File: src/shared/mem_pad_regs.vh
`ifndef MEM_PAD_REGS_VH
`define MEM_PAD_REGS_VH
// dram suspend refresh modes
`define DRAM_SUS_STROBE_REFRESH 2'h0
`define DRAM_SUS_SELF_REFRESH   2'h1
`define DRAM_SUS_POWER_DOWN     2'h2
// boot memory suspend options
`define ROM_SUS_DRIVE_HIGH      2'h0
`define ROM_SUS_FLOAT           2'h1
`define ROM_SUS_FLOAT_PULLDOWN  2'h2
// strap field positions in the latched strap word
`define STRAP_TEST_POS          4
`define STRAP_WIDTH             5
// reset values
`define STRAP_RESET_VALUE       5'h00
`define BANK_ENABLE_RESET       2'h0
`endif

File: src/memory_pin_suspend_state_control.v
`timescale 1ns/10ps
`include "mem_pad_regs.vh"

// How it works
// - with strobe refresh in suspend the row and column strobes keep toggling.
// - with self-refresh in suspend every enabled row and column strobe is held low.
// - with dram power-down in suspend strobes and write strobe float with pulldowns.
// - shared upper-bank strobes follow dram suspend only when enabled as strobes.
// - with dram left powered the write strobe is driven high through suspend.
// - lower sixteen data lines have pulldowns while inputs, none while driven.
// - in suspend the top row-address line floats with its pulldown on.
// - the lowest five address pins are pulled-down strap inputs during reset.
// - all-low straps mean normal mode, 8-bit boot memory on select zero, buffers off.
// - strap pulldowns turn off when reset ends and stay off in normal operation.
// - each of the four straps sampled low regains its pulldown in suspend.
// - each of the four straps sampled high floats in suspend with no pulldown.
// - the reserved test strap always floats with pulldown in suspend.
// - boot memory strobes in suspend: drive high, float, or float with pulldown.
module memory_pin_suspend_state_control #(
  parameter ADDR_WIDTH = 13,
  parameter DATA_WIDTH = 16
) (
  // clock and reset
  input  wire                  clk_sys,
  input  wire                  rst,
  // power mode and configuration
  input  wire                  suspendMode,
  input  wire [1:0]            dramSuspendMode,
  input  wire [1:0]            romSuspendMode,
  input  wire [1:0]            upperBankEnable,
  // core dram controller levels
  input  wire [3:0]            rowStrobeCore,
  input  wire [3:0]            columnStrobeHighCore,
  input  wire [3:0]            columnStrobeLowCore,
  input  wire                  dramWriteCore,
  input  wire [ADDR_WIDTH-1:0] addrCore,
  input  wire                  dataDriveCore,
  // core refresh strobe levels used in suspend
  input  wire [3:0]            refreshRowStrobe,
  input  wire [3:0]            refreshColumnStrobe,
  // core boot memory strobes
  input  wire                  bootSel0Core,
  input  wire                  bootSel1Core,
  input  wire                  bootReadCore,
  input  wire                  bootWriteCore,
  // matrix scan function on shared pins
  input  wire [3:0]            scanLineOut,
  input  wire [3:0]            scanLineOeN,
  // strap pads
  input  wire [4:0]            strapPadIn,
  // dram strobe pads (bit0..3: banks)
  output reg  [3:0]            rowStrobeOut,
  output reg  [3:0]            rowStrobeOeN,
  output reg  [3:0]            rowStrobePullDown,
  output reg  [3:0]            columnStrobeHighByteOut,
  output reg  [3:0]            columnStrobeHighByteOeN,
  output reg  [3:0]            columnStrobeHighByteDn,
  output reg  [3:0]            columnStrobeLowByteOut,
  output reg  [3:0]            columnStrobeLowByteOeN,
  output reg  [3:0]            columnStrobeLowByteDn,
  // write strobe pad
  output reg                   dramWriteStrobeOut,
  output reg                   dramWriteStrobeOeN,
  output reg                   dramWriteStrobePullDown,
  // address pads
  output reg  [ADDR_WIDTH-1:0] addrOut,
  output reg  [ADDR_WIDTH-1:0] addrOeN,
  output reg  [ADDR_WIDTH-1:0] addrPullDown,
  // data pad pulldowns
  output wire [DATA_WIDTH-1:0] dataPullDown,
  // boot memory pads: select0, select1, read, write
  output wire [3:0]            bootStrobeOut,
  output wire [3:0]            bootStrobeOeN,
  output wire [3:0]            bootStrobePullDown,
  // decoded straps
  output wire [4:0]            strapValue,
  output wire                  testModeSel,
  output wire                  bootWide16,
  output wire                  dataBufferCtlEn
);

  // ****************************************
  // strap capture and decode
  // ****************************************
  wire [4:0] straps;
  wire [3:0] coreBoot;
  wire       suspend;
  integer    i;

  strap_latch #(
    .WIDTH (`STRAP_WIDTH)
  ) u_strap (
    .clk_sys      (clk_sys),
    .rst          (rst),
    .strapPadIn   (strapPadIn),
    .strapValue_r (straps)
  );

  // all-low straps decode to the safe default; test strap must stay low on board
  assign strapValue      = straps;
  assign testModeSel     = straps[`STRAP_TEST_POS];
  assign bootWide16      = straps[1];
  assign dataBufferCtlEn = straps[3];

  // reset overrides suspend so reset pad states always win
  assign suspend = suspendMode & ~rst;

  // ****************************************
  // dram strobe pads
  // ****************************************
  // a strobe pad in suspend, by refresh option; reset holds it high
  function [2:0] strobePad; // {out, oeN, pulldown}
    input       inRst;
    input       inSus;
    input [1:0] mode;
    input       coreLvl;
    input       refLvl;
    begin
      if (inRst) begin
        strobePad = 3'h4;
      end else if (!inSus) begin
        strobePad = {coreLvl, 2'b00};
      end else begin
        case (mode)
          `DRAM_SUS_STROBE_REFRESH: strobePad = {refLvl, 2'b00};
          `DRAM_SUS_SELF_REFRESH:   strobePad = 3'h0;
          `DRAM_SUS_POWER_DOWN:     strobePad = 3'h3;
          default:                  strobePad = 3'h0;
        endcase
      end
    end
  endfunction

  reg [2:0] rp;
  reg [2:0] hp;
  reg [2:0] lp;
  reg       bankOwned;

  // banks 2..3 sit on scan-line pins and only follow dram when enabled
  always @* begin
    rowStrobeOut            = 4'h0;
    rowStrobeOeN            = 4'h0;
    rowStrobePullDown       = 4'h0;
    columnStrobeHighByteOut = 4'h0;
    columnStrobeHighByteOeN = 4'h0;
    columnStrobeHighByteDn  = 4'h0;
    columnStrobeLowByteOut  = 4'h0;
    columnStrobeLowByteOeN  = 4'h0;
    columnStrobeLowByteDn   = 4'h0;
    rp = 3'h0;
    hp = 3'h0;
    lp = 3'h0;
    bankOwned = 1'b1;
    for (i = 0; i < 4; i = i + 1) begin
      // bit 0 of the index picks the enable, so no negative index is ever formed
      bankOwned = (i < 2) ? 1'b1 : upperBankEnable[i[0]];
      rp = strobePad(rst, suspend, dramSuspendMode, rowStrobeCore[i], refreshRowStrobe[i]);
      hp = strobePad(rst, suspend, dramSuspendMode, columnStrobeHighCore[i],
                     refreshColumnStrobe[i]);
      lp = strobePad(rst, suspend, dramSuspendMode, columnStrobeLowCore[i],
                     refreshColumnStrobe[i]);
      if (!bankOwned) begin
        // other function governs the pin
        rp = {scanLineOut[i], scanLineOeN[i], 1'b0};
        hp = {scanLineOut[i], scanLineOeN[i], 1'b0};
        lp = {scanLineOut[i], scanLineOeN[i], 1'b0};
      end
      rowStrobeOut[i]            = rp[2];
      rowStrobeOeN[i]            = rp[1];
      rowStrobePullDown[i]       = rp[0];
      columnStrobeHighByteOut[i] = hp[2];
      columnStrobeHighByteOeN[i] = hp[1];
      columnStrobeHighByteDn[i]  = hp[0];
      columnStrobeLowByteOut[i]  = lp[2];
      columnStrobeLowByteOeN[i]  = lp[1];
      columnStrobeLowByteDn[i]   = lp[0];
    end
  end

  // ****************************************
  // write strobe pad
  // ****************************************
  always @* begin
    dramWriteStrobeOut      = dramWriteCore;
    dramWriteStrobeOeN      = 1'b0;
    dramWriteStrobePullDown = 1'b0;
    if (rst) begin
      dramWriteStrobeOut = 1'b1;
    end else if (suspend) begin
      if (dramSuspendMode == `DRAM_SUS_POWER_DOWN) begin
        dramWriteStrobeOut      = 1'b0;
        dramWriteStrobeOeN      = 1'b1;
        dramWriteStrobePullDown = 1'b1;
      end else begin
        dramWriteStrobeOut = 1'b1;
      end
    end
  end

  // ****************************************
  // address pads
  // ****************************************
  // low five are straps; the rest float with pulldown in suspend
  always @* begin
    addrOut      = addrCore;
    addrOeN      = {ADDR_WIDTH{1'b0}};
    addrPullDown = {ADDR_WIDTH{1'b0}};
    if (rst) begin
      addrOut           = {ADDR_WIDTH{1'b0}};
      addrOeN[4:0]      = 5'h1F;
      addrPullDown[4:0] = 5'h1F;
    end else if (suspend) begin
      addrOut = {ADDR_WIDTH{1'b0}};
      addrOeN = {ADDR_WIDTH{1'b1}};
      addrPullDown = {ADDR_WIDTH{1'b1}};
      // a strap held high by the board must not fight a pulldown
      addrPullDown[3:0] = ~straps[3:0];
    end
  end

  // ****************************************
  // data and boot memory pads
  // ****************************************
  // reset and suspend both leave the data lines as inputs
  assign dataPullDown = {DATA_WIDTH{rst | suspend | ~dataDriveCore}};

  assign coreBoot = rst ? 4'hF : {bootWriteCore, bootReadCore, bootSel1Core, bootSel0Core};

  // one selector per boot strobe pad
  genvar g;
  generate
    for (g = 0; g < 4; g = g + 1) begin : gBoot
      pad_mode_sel u_sel (
        .suspendActive  (suspend),
        .romSuspendMode (romSuspendMode),
        .normalLevel    (coreBoot[g]),
        .padOut         (bootStrobeOut[g]),
        .padOeN         (bootStrobeOeN[g]),
        .padPullDown    (bootStrobePullDown[g])
      );
    end
  endgenerate

endmodule // memory_pin_suspend_state_control

File: src/strap_latch.v
`timescale 1ns/10ps
`include "mem_pad_regs.vh"

// ****************************************
// strap capture
// ****************************************
module strap_latch #(
  parameter WIDTH = `STRAP_WIDTH
) (
  // clock and reset
  input  wire             clk_sys,
  input  wire             rst,
  // pad inputs
  input  wire [WIDTH-1:0] strapPadIn,
  // captured straps
  output reg  [WIDTH-1:0] strapValue_r
);

  reg [WIDTH-1:0] syncA_r;
  reg [WIDTH-1:0] syncB_r;

  // two-stage sync; value follows the pad all through reset so the last
  // sample before release is the one kept
  always @(posedge clk_sys) begin
    syncA_r <= strapPadIn;
    syncB_r <= syncA_r;
    if (rst) begin
      strapValue_r <= syncB_r;
    end
  end

endmodule // strap_latch

File: src/pad_mode_sel.v
`timescale 1ns/10ps
`include "mem_pad_regs.vh"

// ****************************************
// three-option suspend pad selector
// ****************************************
module pad_mode_sel (
  // controls
  input  wire       suspendActive,
  input  wire [1:0] romSuspendMode,
  input  wire       normalLevel,
  // pad controls
  output reg        padOut,
  output reg        padOeN,
  output reg        padPullDown
);

  // drive high, float, or float with pulldown while suspended
  always @* begin
    padOut      = normalLevel;
    padOeN      = 1'b0;
    padPullDown = 1'b0;
    if (suspendActive) begin
      case (romSuspendMode)
        `ROM_SUS_DRIVE_HIGH: begin
          padOut = 1'b1;
        end
        `ROM_SUS_FLOAT: begin
          padOeN = 1'b1;
        end
        `ROM_SUS_FLOAT_PULLDOWN: begin
          padOeN      = 1'b1;
          padPullDown = 1'b1;
        end
        default: begin
          padOut = 1'b1;
        end
      endcase
    end
  end

endmodule // pad_mode_sel

File: config.mk
export PLATFORM = sky130hd
export DESIGN_NAME = memory_pin_suspend_state_control
export DESIGN_NICKNAME = d
export VERILOG_FILES = /design/src/memory_pin_suspend_state_control.v /design/src/strap_latch.v /design/src/pad_mode_sel.v
export VERILOG_INCLUDE_DIRS = /design/src /design/src/shared
export SDC_FILE = /design/constraint.sdc
export NUM_CORES = 1
export LEC_CHECK = 0
export ABC_CLOCK_PERIOD_IN_PS = 3000
export BUFFER_PORTS_ARGS = -buffer_cell sky130_fd_sc_hd__buf_2
export CORE_ASPECT_RATIO = 0.75
export CORE_MARGIN = 5
export CORE_UTILIZATION = 35
export CTS_CLUSTER_DIAMETER = 120
export DETAILED_ROUTE_END_ITERATION = 12
export PLACE_DENSITY = 0.95
export RECOVER_POWER = 25
export SYNTH_ARGS = -nofsm -noshare
export SYNTH_HDL_FRONTEND = slang
export SYNTH_SLANG_ARGS = --single-unit
File: constraint.sdc
create_clock -name clk_sys -period 3 [get_ports clk_sys]
set_clock_uncertainty 0.1 [all_clocks]
set_input_delay 0.15 -clock clk_sys [delete_from_list [all_inputs] [get_ports clk_sys]]
set_output_delay 0.15 -clock clk_sys [all_outputs]
set_load 0.02 [all_outputs]
==> results of run 1 <==
## final timing paths
kind | endpoint | slack, ns
worst max-delay path | dataPullDown[2] | 0.82
worst min-delay path | u_strap.syncB_r[4] | 0.23
worst max register to register | u_strap.strapValue_r[4] | 2.36
worst min register to register | u_strap.syncB_r[4] | 0.23
## cell families (layout without fill, tap and decap cells)
kind of cell	after synthesis	count (layout)	synth area share
multiplexers	2	2	0.0162
AO/OA/AOI/OAI	17	17	0.0957
AND/OR/NAND/NOR	43	43	0.218
buffers and inverters	78	182	0.409
adder cells (fa/ha/maj)	1	1	0.00902
flip-flops	15	15	0.253
## through the flow
stage	setup slack, ns	total power [uW]	hold slack (ns)	area, um^2	std cells
6_report	0.817	650	0.226	1830	312
4_1_cts	1.16	659	0.229	1840	312
2_1_floorplan	1.38	435	0.0777	1390	156
3_3_place_gp	1.22	491	0.152	1750	303
5_1_grt	0.503	687	0.240	1830	312
3_5_place_dp	1.17	495	0.154	1750	303
## registers in the layout (all words and copies together), names as in the netlist
| signal | cells |
|---|---|
| u_strap.strapValue_r | 5 |
| u_strap.syncA_r | 5 |
| u_strap.syncB_r | 5 |
## power groups by stage
stage / logic (uW) / clock network [uW] / registers (uW)
after floorplan: 201 / 0 / 233
after CTS: 271 / 162 / 226
after global placement: 262 / 0 / 229
final: 266 / 157 / 226
after global routing: 287 / 173 / 227
after detailed placement: 266 / 0 / 230
## layer usage
metal | track usage | share of wire | up-vias
met1 | 0.145 | 0.34 | 591
li1 | - | - | 657
met2 | 0.302 | 0.51 | 99
met5 | 0 | 0 | -
met3 | 0.0291 | 0.12 | 10
met4 | 0.0776 | 0.025 | 0
## cell type report
type | count | share of cell area
Clock buffer | 3 | 0.0226
Clock inverter | 1 | 0.00274
Inverter | 3 | 0.00617
Multi-Input combinational cell | 63 | 0.257
Sequential cell | 15 | 0.192
Tap cell | 52 | 0.0356
Timing Repair Buffer | 175 | 0.484
## cell usage in the layout (no fill, tap or decap), types with 2 or more instances in the layout
cell type / synthesis / layout
clkbuf_8: 0 / 3
edfxtp_1: 5 / 5
mux2_2: 2 / 2
nor3_1: 2 / 2
clkbuf_1: 1 / 14
and2_1: 16 / 16
nand4bb_1: 4 / 4
inv_1: 2 / 2
a31oi_1: 6 / 6
nor2_1: 4 / 4
a221o_1: 6 / 6
o21bai_1: 4 / 4
buf_2: 2 / 155
dfxtp_1: 10 / 10
nand2b_1: 10 / 10
nor2b_1: 2 / 2
dlygate4sd3_1: 0 / 5
==> flow_metrics.env, run 1 <==
export IMPL_ctsHtreeMaxLevel=1
export IMPL_layout_drive_gt1_share=0.635
export IMPL_synth_cell_type_count=26
export IMPL_synth_common_cells="70 x buf_4, 16 x and2_1, 10 x dfxtp_1, 10 x nand2b_1"
export IMPL_setup_tns_ns=0
export IMPL_yosysWarnings=0
export IMPL_post_drt_wl_per_cell_um=13.9
export IMPL_worst_hold_startpoint="u_strap.syncA_r[4]"
export IMPL_swShare=0.365
export IMPL_cts_root_buf="clkbuf_8"
export IMPL_slew_headroom=0.304
export IMPL_hold_path_cell_count=0
export IMPL_antenna_found_initial=0
export IMPL_num_antenna_cells=0
export IMPL_yosysTopAreaCell="buf_4"
export IMPL_synthesis_area_mm2=0.00139
export IMPL_hold_class="flop to flop"
export IMPL_fmax_ghz=0.458
export IMPL_cp_depth=4
export IMPL_post_cts_repair_setup_buffers=0
export IMPL_pwr_share_clk=0.242
export IMPL_ys_top_cells_by_area="buf_4 38%, dfxtp_1 14%, edfxtp_1 11%"
export IMPL_drv_slew=0
export IMPL_endpoint_kind="output pin"
export IMPL_cts_resized=0
export IMPL_ff2ff_path_depth=0
export IMPL_fillCellCount=362
export IMPL_power_density_mw_per_mm2=356
export IMPL_worstMarginPinSlew_ns=1.04
export IMPL_start_kind="input port"
export IMPL_regArea_um2=350
export IMPL_dp_hpwl_mm=3.46
export IMPL_period_needed_ns=2.18
export IMPL_grt_pass1_vias=1344
export IMPL_ios=175
export IMPL_routed_via_density=4.35
export IMPL_multi_input_area_um2=469
export IMPL_die_h_um=64.5
export IMPL_gp_congestion=0.788
export IMPL_core_mm2=0.00373
export IMPL_worstPathArrival_ns=1.93
export IMPL_insertion_delay_ns=0.24
export IMPL_syn_nets=218
export IMPL_avgSynthCellArea_um2=8.89
export IMPL_intPower_uw=413
export IMPL_clk_path_buf_depth=2
export IMPL_die_w_um=82.7
export IMPL_worstPathMaxFanout=24
export IMPL_p_seq_frac=0.348
export IMPL_drt_iter0_markers=60
export IMPL_ir_drop_mv=0.369
export IMPL_crit_type="input port to output pin"
export IMPL_synthFlopType="dfxtp_1"
export IMPL_yosys_register_bits=15
export IMPL_synthCells=156
export IMPL_grt_total_usage=0.152
export IMPL_final_nets=323
export IMPL_yosys_cell_count_top_type="buf_4"
export IMPL_cts_sinks=15
export IMPL_tritoncts="built"
export IMPL_firstDrtPassIters=4
export IMPL_combPwrFrac=0.410
export IMPL_synth_top_cell_area_share=0.379
export IMPL_grt_remaining_overflow=0
export IMPL_cp_required_ns=2.75
export IMPL_cap_violations=0
export IMPL_min_period_over_period=0.728
export IMPL_rsz0062_at_grt="false"
export IMPL_status="completed"
export IMPL_p_leak_uw=0.00102
export IMPL_grt_max_degree=25
export IMPL_path_cells="clkbuf_1 > nor2_1 > nand2_1 > buf_2"
export IMPL_hold_viol_final=0
export IMPL_async_flop_share=0
export IMPL_drt_wl_total_mm=4.33
export IMPL_drc=0
export IMPL_utilization=0.489
export IMPL_critical_path_top_delay_family="buffers and inverters"
export IMPL_cts_hold_buf=5
export IMPL_worst_path_buf_inv=2
export IMPL_ys_seq_area_frac=0.253
export IMPL_design_die_area_mm2=0.00533
export IMPL_io_buffers=170
export IMPL_crit_path_start="rst"
export IMPL_finalSetupViolCount=0
export IMPL_vias=1357
export IMPL_cp_slowest_cell="clkbuf_1"
export IMPL_max_stage_delay_ns=0.75
export IMPL_regToRegStartpoint="u_strap.syncB_r[4]"
export IMPL_grt_pass1_wl_mm=6.31
export IMPL_floorplan_initialDensity=0.371
export IMPL_power_switching_uw=237
export IMPL_synth_edf_count=5
export IMPL_cts_buffers_inserted=3
export IMPL_drtAntennaViolNets=0
export IMPL_area_delta_synth_final_pct=31.7
export IMPL_cts_clk_slew_worst_paths_ns=0.06
export IMPL_fp_row_count=19
(Power assumes the default switching activity.)
==> inputs of run 2 (changes only) <==
--- a/config.mk
+++ b/config.mk
@@ -6,14 +6,15 @@
 export SDC_FILE = /design/constraint.sdc
 export NUM_CORES = 1
 export LEC_CHECK = 0
-export ABC_CLOCK_PERIOD_IN_PS = 3000
+export ABC_AREA = 1
+export ABC_CLOCK_PERIOD_IN_PS = 2100
 export BUFFER_PORTS_ARGS = -buffer_cell sky130_fd_sc_hd__buf_2
 export CORE_ASPECT_RATIO = 0.75
 export CORE_MARGIN = 5
-export CORE_UTILIZATION = 35
+export CORE_UTILIZATION = 33
 export CTS_CLUSTER_DIAMETER = 120
 export DETAILED_ROUTE_END_ITERATION = 12
-export PLACE_DENSITY = 0.95
+export PLACE_DENSITY = 0.92
 export RECOVER_POWER = 25
 export SYNTH_ARGS = -nofsm -noshare
 export SYNTH_HDL_FRONTEND = slang
==> constraint.sdc (replaced) <==
create_clock -name clk_sys -period 2.1 [get_ports clk_sys]
set_clock_uncertainty 0.1 [all_clocks]
set_input_delay 0.105 -clock clk_sys [delete_from_list [all_inputs] [get_ports clk_sys]]
set_output_delay 0.105 -clock clk_sys [all_outputs]
set_load 0.02 [all_outputs]
==> run 2 against run 1 <==
  * Combinational power is 46% higher
  * Worst hold slack worse by 0.046 ns
  * Sequential cell count stayed put
  * Synthesized area is 1.1% higher
  * First-iteration DRC count is 67% lower
  * Core utilization is 3.4 points lower
  * Largest power group unchanged
  * Register-to-register slack worse by 0.90 ns
==> flow_metrics.env, run 2 <==
export IMPL_design_die_area_mm2=0.00566
export IMPL_rsz0062_at_grt="false"
export IMPL_worstPathArrival_ns=1.32
export IMPL_ys_top_cells_by_area="buf_4 38%, dfxtp_1 14%, edfxtp_1 11%"
export IMPL_firstDrtPassIters=4
export IMPL_drv_slew=0
export IMPL_mostFrequentLayoutCells="159 x buf_2, 35 x nand2_1, 28 x inv_1"
export IMPL_vias=1424
export IMPL_hold_viol_final=0
export IMPL_finalSetupViolCount=0
export IMPL_synthCells=203
export IMPL_ios=175
export IMPL_synth_top_cell_area_share=0.375
export IMPL_final_nets=372
export IMPL_cts_clk_slew_worst_paths_ns=0.05
export IMPL_clk_path_buf_depth=2
export IMPL_fmax_ghz=0.654
export IMPL_drc=0
export IMPL_setup_tns_ns=0
export IMPL_synthesis_area_mm2=0.00140
export IMPL_die_h_um=66.4
export IMPL_ctsHtreeMaxLevel=1
export IMPL_grt_pass1_wl_mm=6.19
export IMPL_finalNonFillerCells=364
export IMPL_synth_edf_count=5
export IMPL_async_flop_share=0
export IMPL_num_antenna_cells=0
export IMPL_crit_type="input port to output pin"
export IMPL_core_mm2=0.00408
export IMPL_cts_resized=0
export IMPL_synth_common_cells="70 x buf_4, 35 x nand2_1, 28 x inv_1"
export IMPL_layout_drive_gt1_share=0.550
export IMPL_ir_drop_mv=0.548
export IMPL_status="completed"
export IMPL_drt_wl_total_mm=4.34
export IMPL_hold_slack_ns=0.180
export IMPL_die_w_um=85.2
export IMPL_grt_remaining_overflow=0
export IMPL_final_common_cell="buf_2"
export IMPL_synthFlopType="dfxtp_1"
export IMPL_floorplan_initialDensity=0.344
export IMPL_gp_congestion=0.701
export IMPL_cp_required_ns=1.89
export IMPL_grt_total_usage=0.136
export IMPL_drt_iter0_markers=20
export IMPL_area_delta_synth_final_pct=32.4
export IMPL_largest_registers="u_strap.strapValue_r (5), u_strap.syncA_r (5), u_strap.syncB_r (5)"
export IMPL_io_buffers=170
export IMPL_hold_class="input port to flop"
export IMPL_dp_hpwl_mm=3.72
export IMPL_grt_pass1_vias=1391
export IMPL_post_drt_wl_per_cell_um=11.9
export IMPL_cts_root_buf="clkbuf_8"
export IMPL_yosys_cell_count_top_type="buf_4"
export IMPL_worstMarginPinSlew_ns=0.380
export IMPL_post_cts_repair_setup_buffers=0
export IMPL_yosys_register_bits=15
export IMPL_grt_max_degree=23
export IMPL_period_needed_ns=1.53
export IMPL_syn_nets=265
export IMPL_cts_sinks=15
export IMPL_fp_row_count=20
export IMPL_tritoncts="built"
export IMPL_drtAntennaViolNets=0
export IMPL_start_kind="input port"
export IMPL_slew_headroom=0.746
export IMPL_worstPathMaxFanout=17
export IMPL_p_leak_uw=0.00120
export IMPL_min_period_over_period=0.728
export IMPL_endpoint_kind="output pin"
export IMPL_routed_via_density=3.91
export IMPL_cap_violations=0
export IMPL_cts_buffers_inserted=3
export IMPL_insertion_delay_ns=0.24
export IMPL_antenna_found_initial=0
export IMPL_yosysWarnings=0
export IMPL_ys_seq_area_frac=0.250
export IMPL_power_density_mw_per_mm2=503
export IMPL_synth_cell_type_count=17
export IMPL_yosysTopAreaCell="buf_4"
export IMPL_avgSynthCellArea_um2=6.90
export IMPL_dpl_cell_count=355
## run 2: cell count changes in the layout (fill, tap and decap cells not counted), moves of 6 or more
cell,previous run,this run
nor2_1,4,22
nand2b_1,10,0
inv_1,2,28
nand2_1,1,35
a221o_1,6,0
a31oi_1,6,0
and2_1,16,0
a21oi_1,1,13
## run 2: power breakdown
part	switching [uW]	internal, uW	total, uW
Clock	88.6	134	223
Sequential	5.36	317	322
Combinational	256	133	389
## run 2: routing by layer
| layer | track usage | share of wire |
|---|---|---|
| met5 | 0 | 0 |
| met4 | 0.0573 | 0.013 |
| met3 | 0.0237 | 0.087 |
| met2 | 0.284 | 0.57 |
| met1 | 0.130 | 0.33 |
## run 2: area by class of cell
| type | count | area (um^2) |
|---|---|---|
| Clock buffer | 4 | 45.0 |
| Inverter | 30 | 113 |
| Multi-Input combinational cell | 84 | 384 |
| Tap cell | 55 | 68.8 |
| Fill cell | 423 | 2220 |
| Timing Repair Buffer | 176 | 895 |
| Sequential cell | 15 | 350 |
## run 2: worst max-delay path: stages
cell and delay [ns]:
buf_2 0.21, nor2_4 0.30, nand3_2 0.18, inv_1 0.27, buf_2 0.24
## run 2: worst paths after layout
kind | from | to | slack [ns] | cells past startpoint
worst max-delay path | rst | columnStrobeHighByteOeN[1] | 0.57 | 5
worst min-delay path | rst | u_strap.strapValue_r[4] | 0.18 | 1
worst max register to register | u_strap.syncB_r[4] | u_strap.strapValue_r[4] | 1.46 | 0
worst min register to register | u_strap.syncA_r[4] | u_strap.syncB_r[4] | 0.23 | 0
## run 2: timing repair
action,4_1_cts,5_1_grt
setup endpoints to repair,0,0
hold buffers,5,0
hold endpoints to repair,5,0
## run 2: cell families (layout without fill, tap and decap cells)
| family | after synthesis | in the layout | share of synthesized area |
|---|---|---|---|
| AOI/OAI and AO/OA | 19 | 19 | 0.0679 |
| buffers and inverters | 104 | 210 | 0.474 |
| and+or+nand+nor | 64 | 64 | 0.199 |
| adders and majority gates | 1 | 1 | 0.00893 |
| DFF | 15 | 15 | 0.250 |
## run 2: through the flow
stage	cell area [um^2]	total power, uW	worst slack (ns)	util
after floorplan	1400	625	0.872	-
after global placement	1780	708	0.604	0.436
after global routing	1860	994	0.381	0.455
after detailed placement	1780	717	0.549	0.436
final	1860	933	0.572	0.455
after CTS	1870	949	0.547	0.459
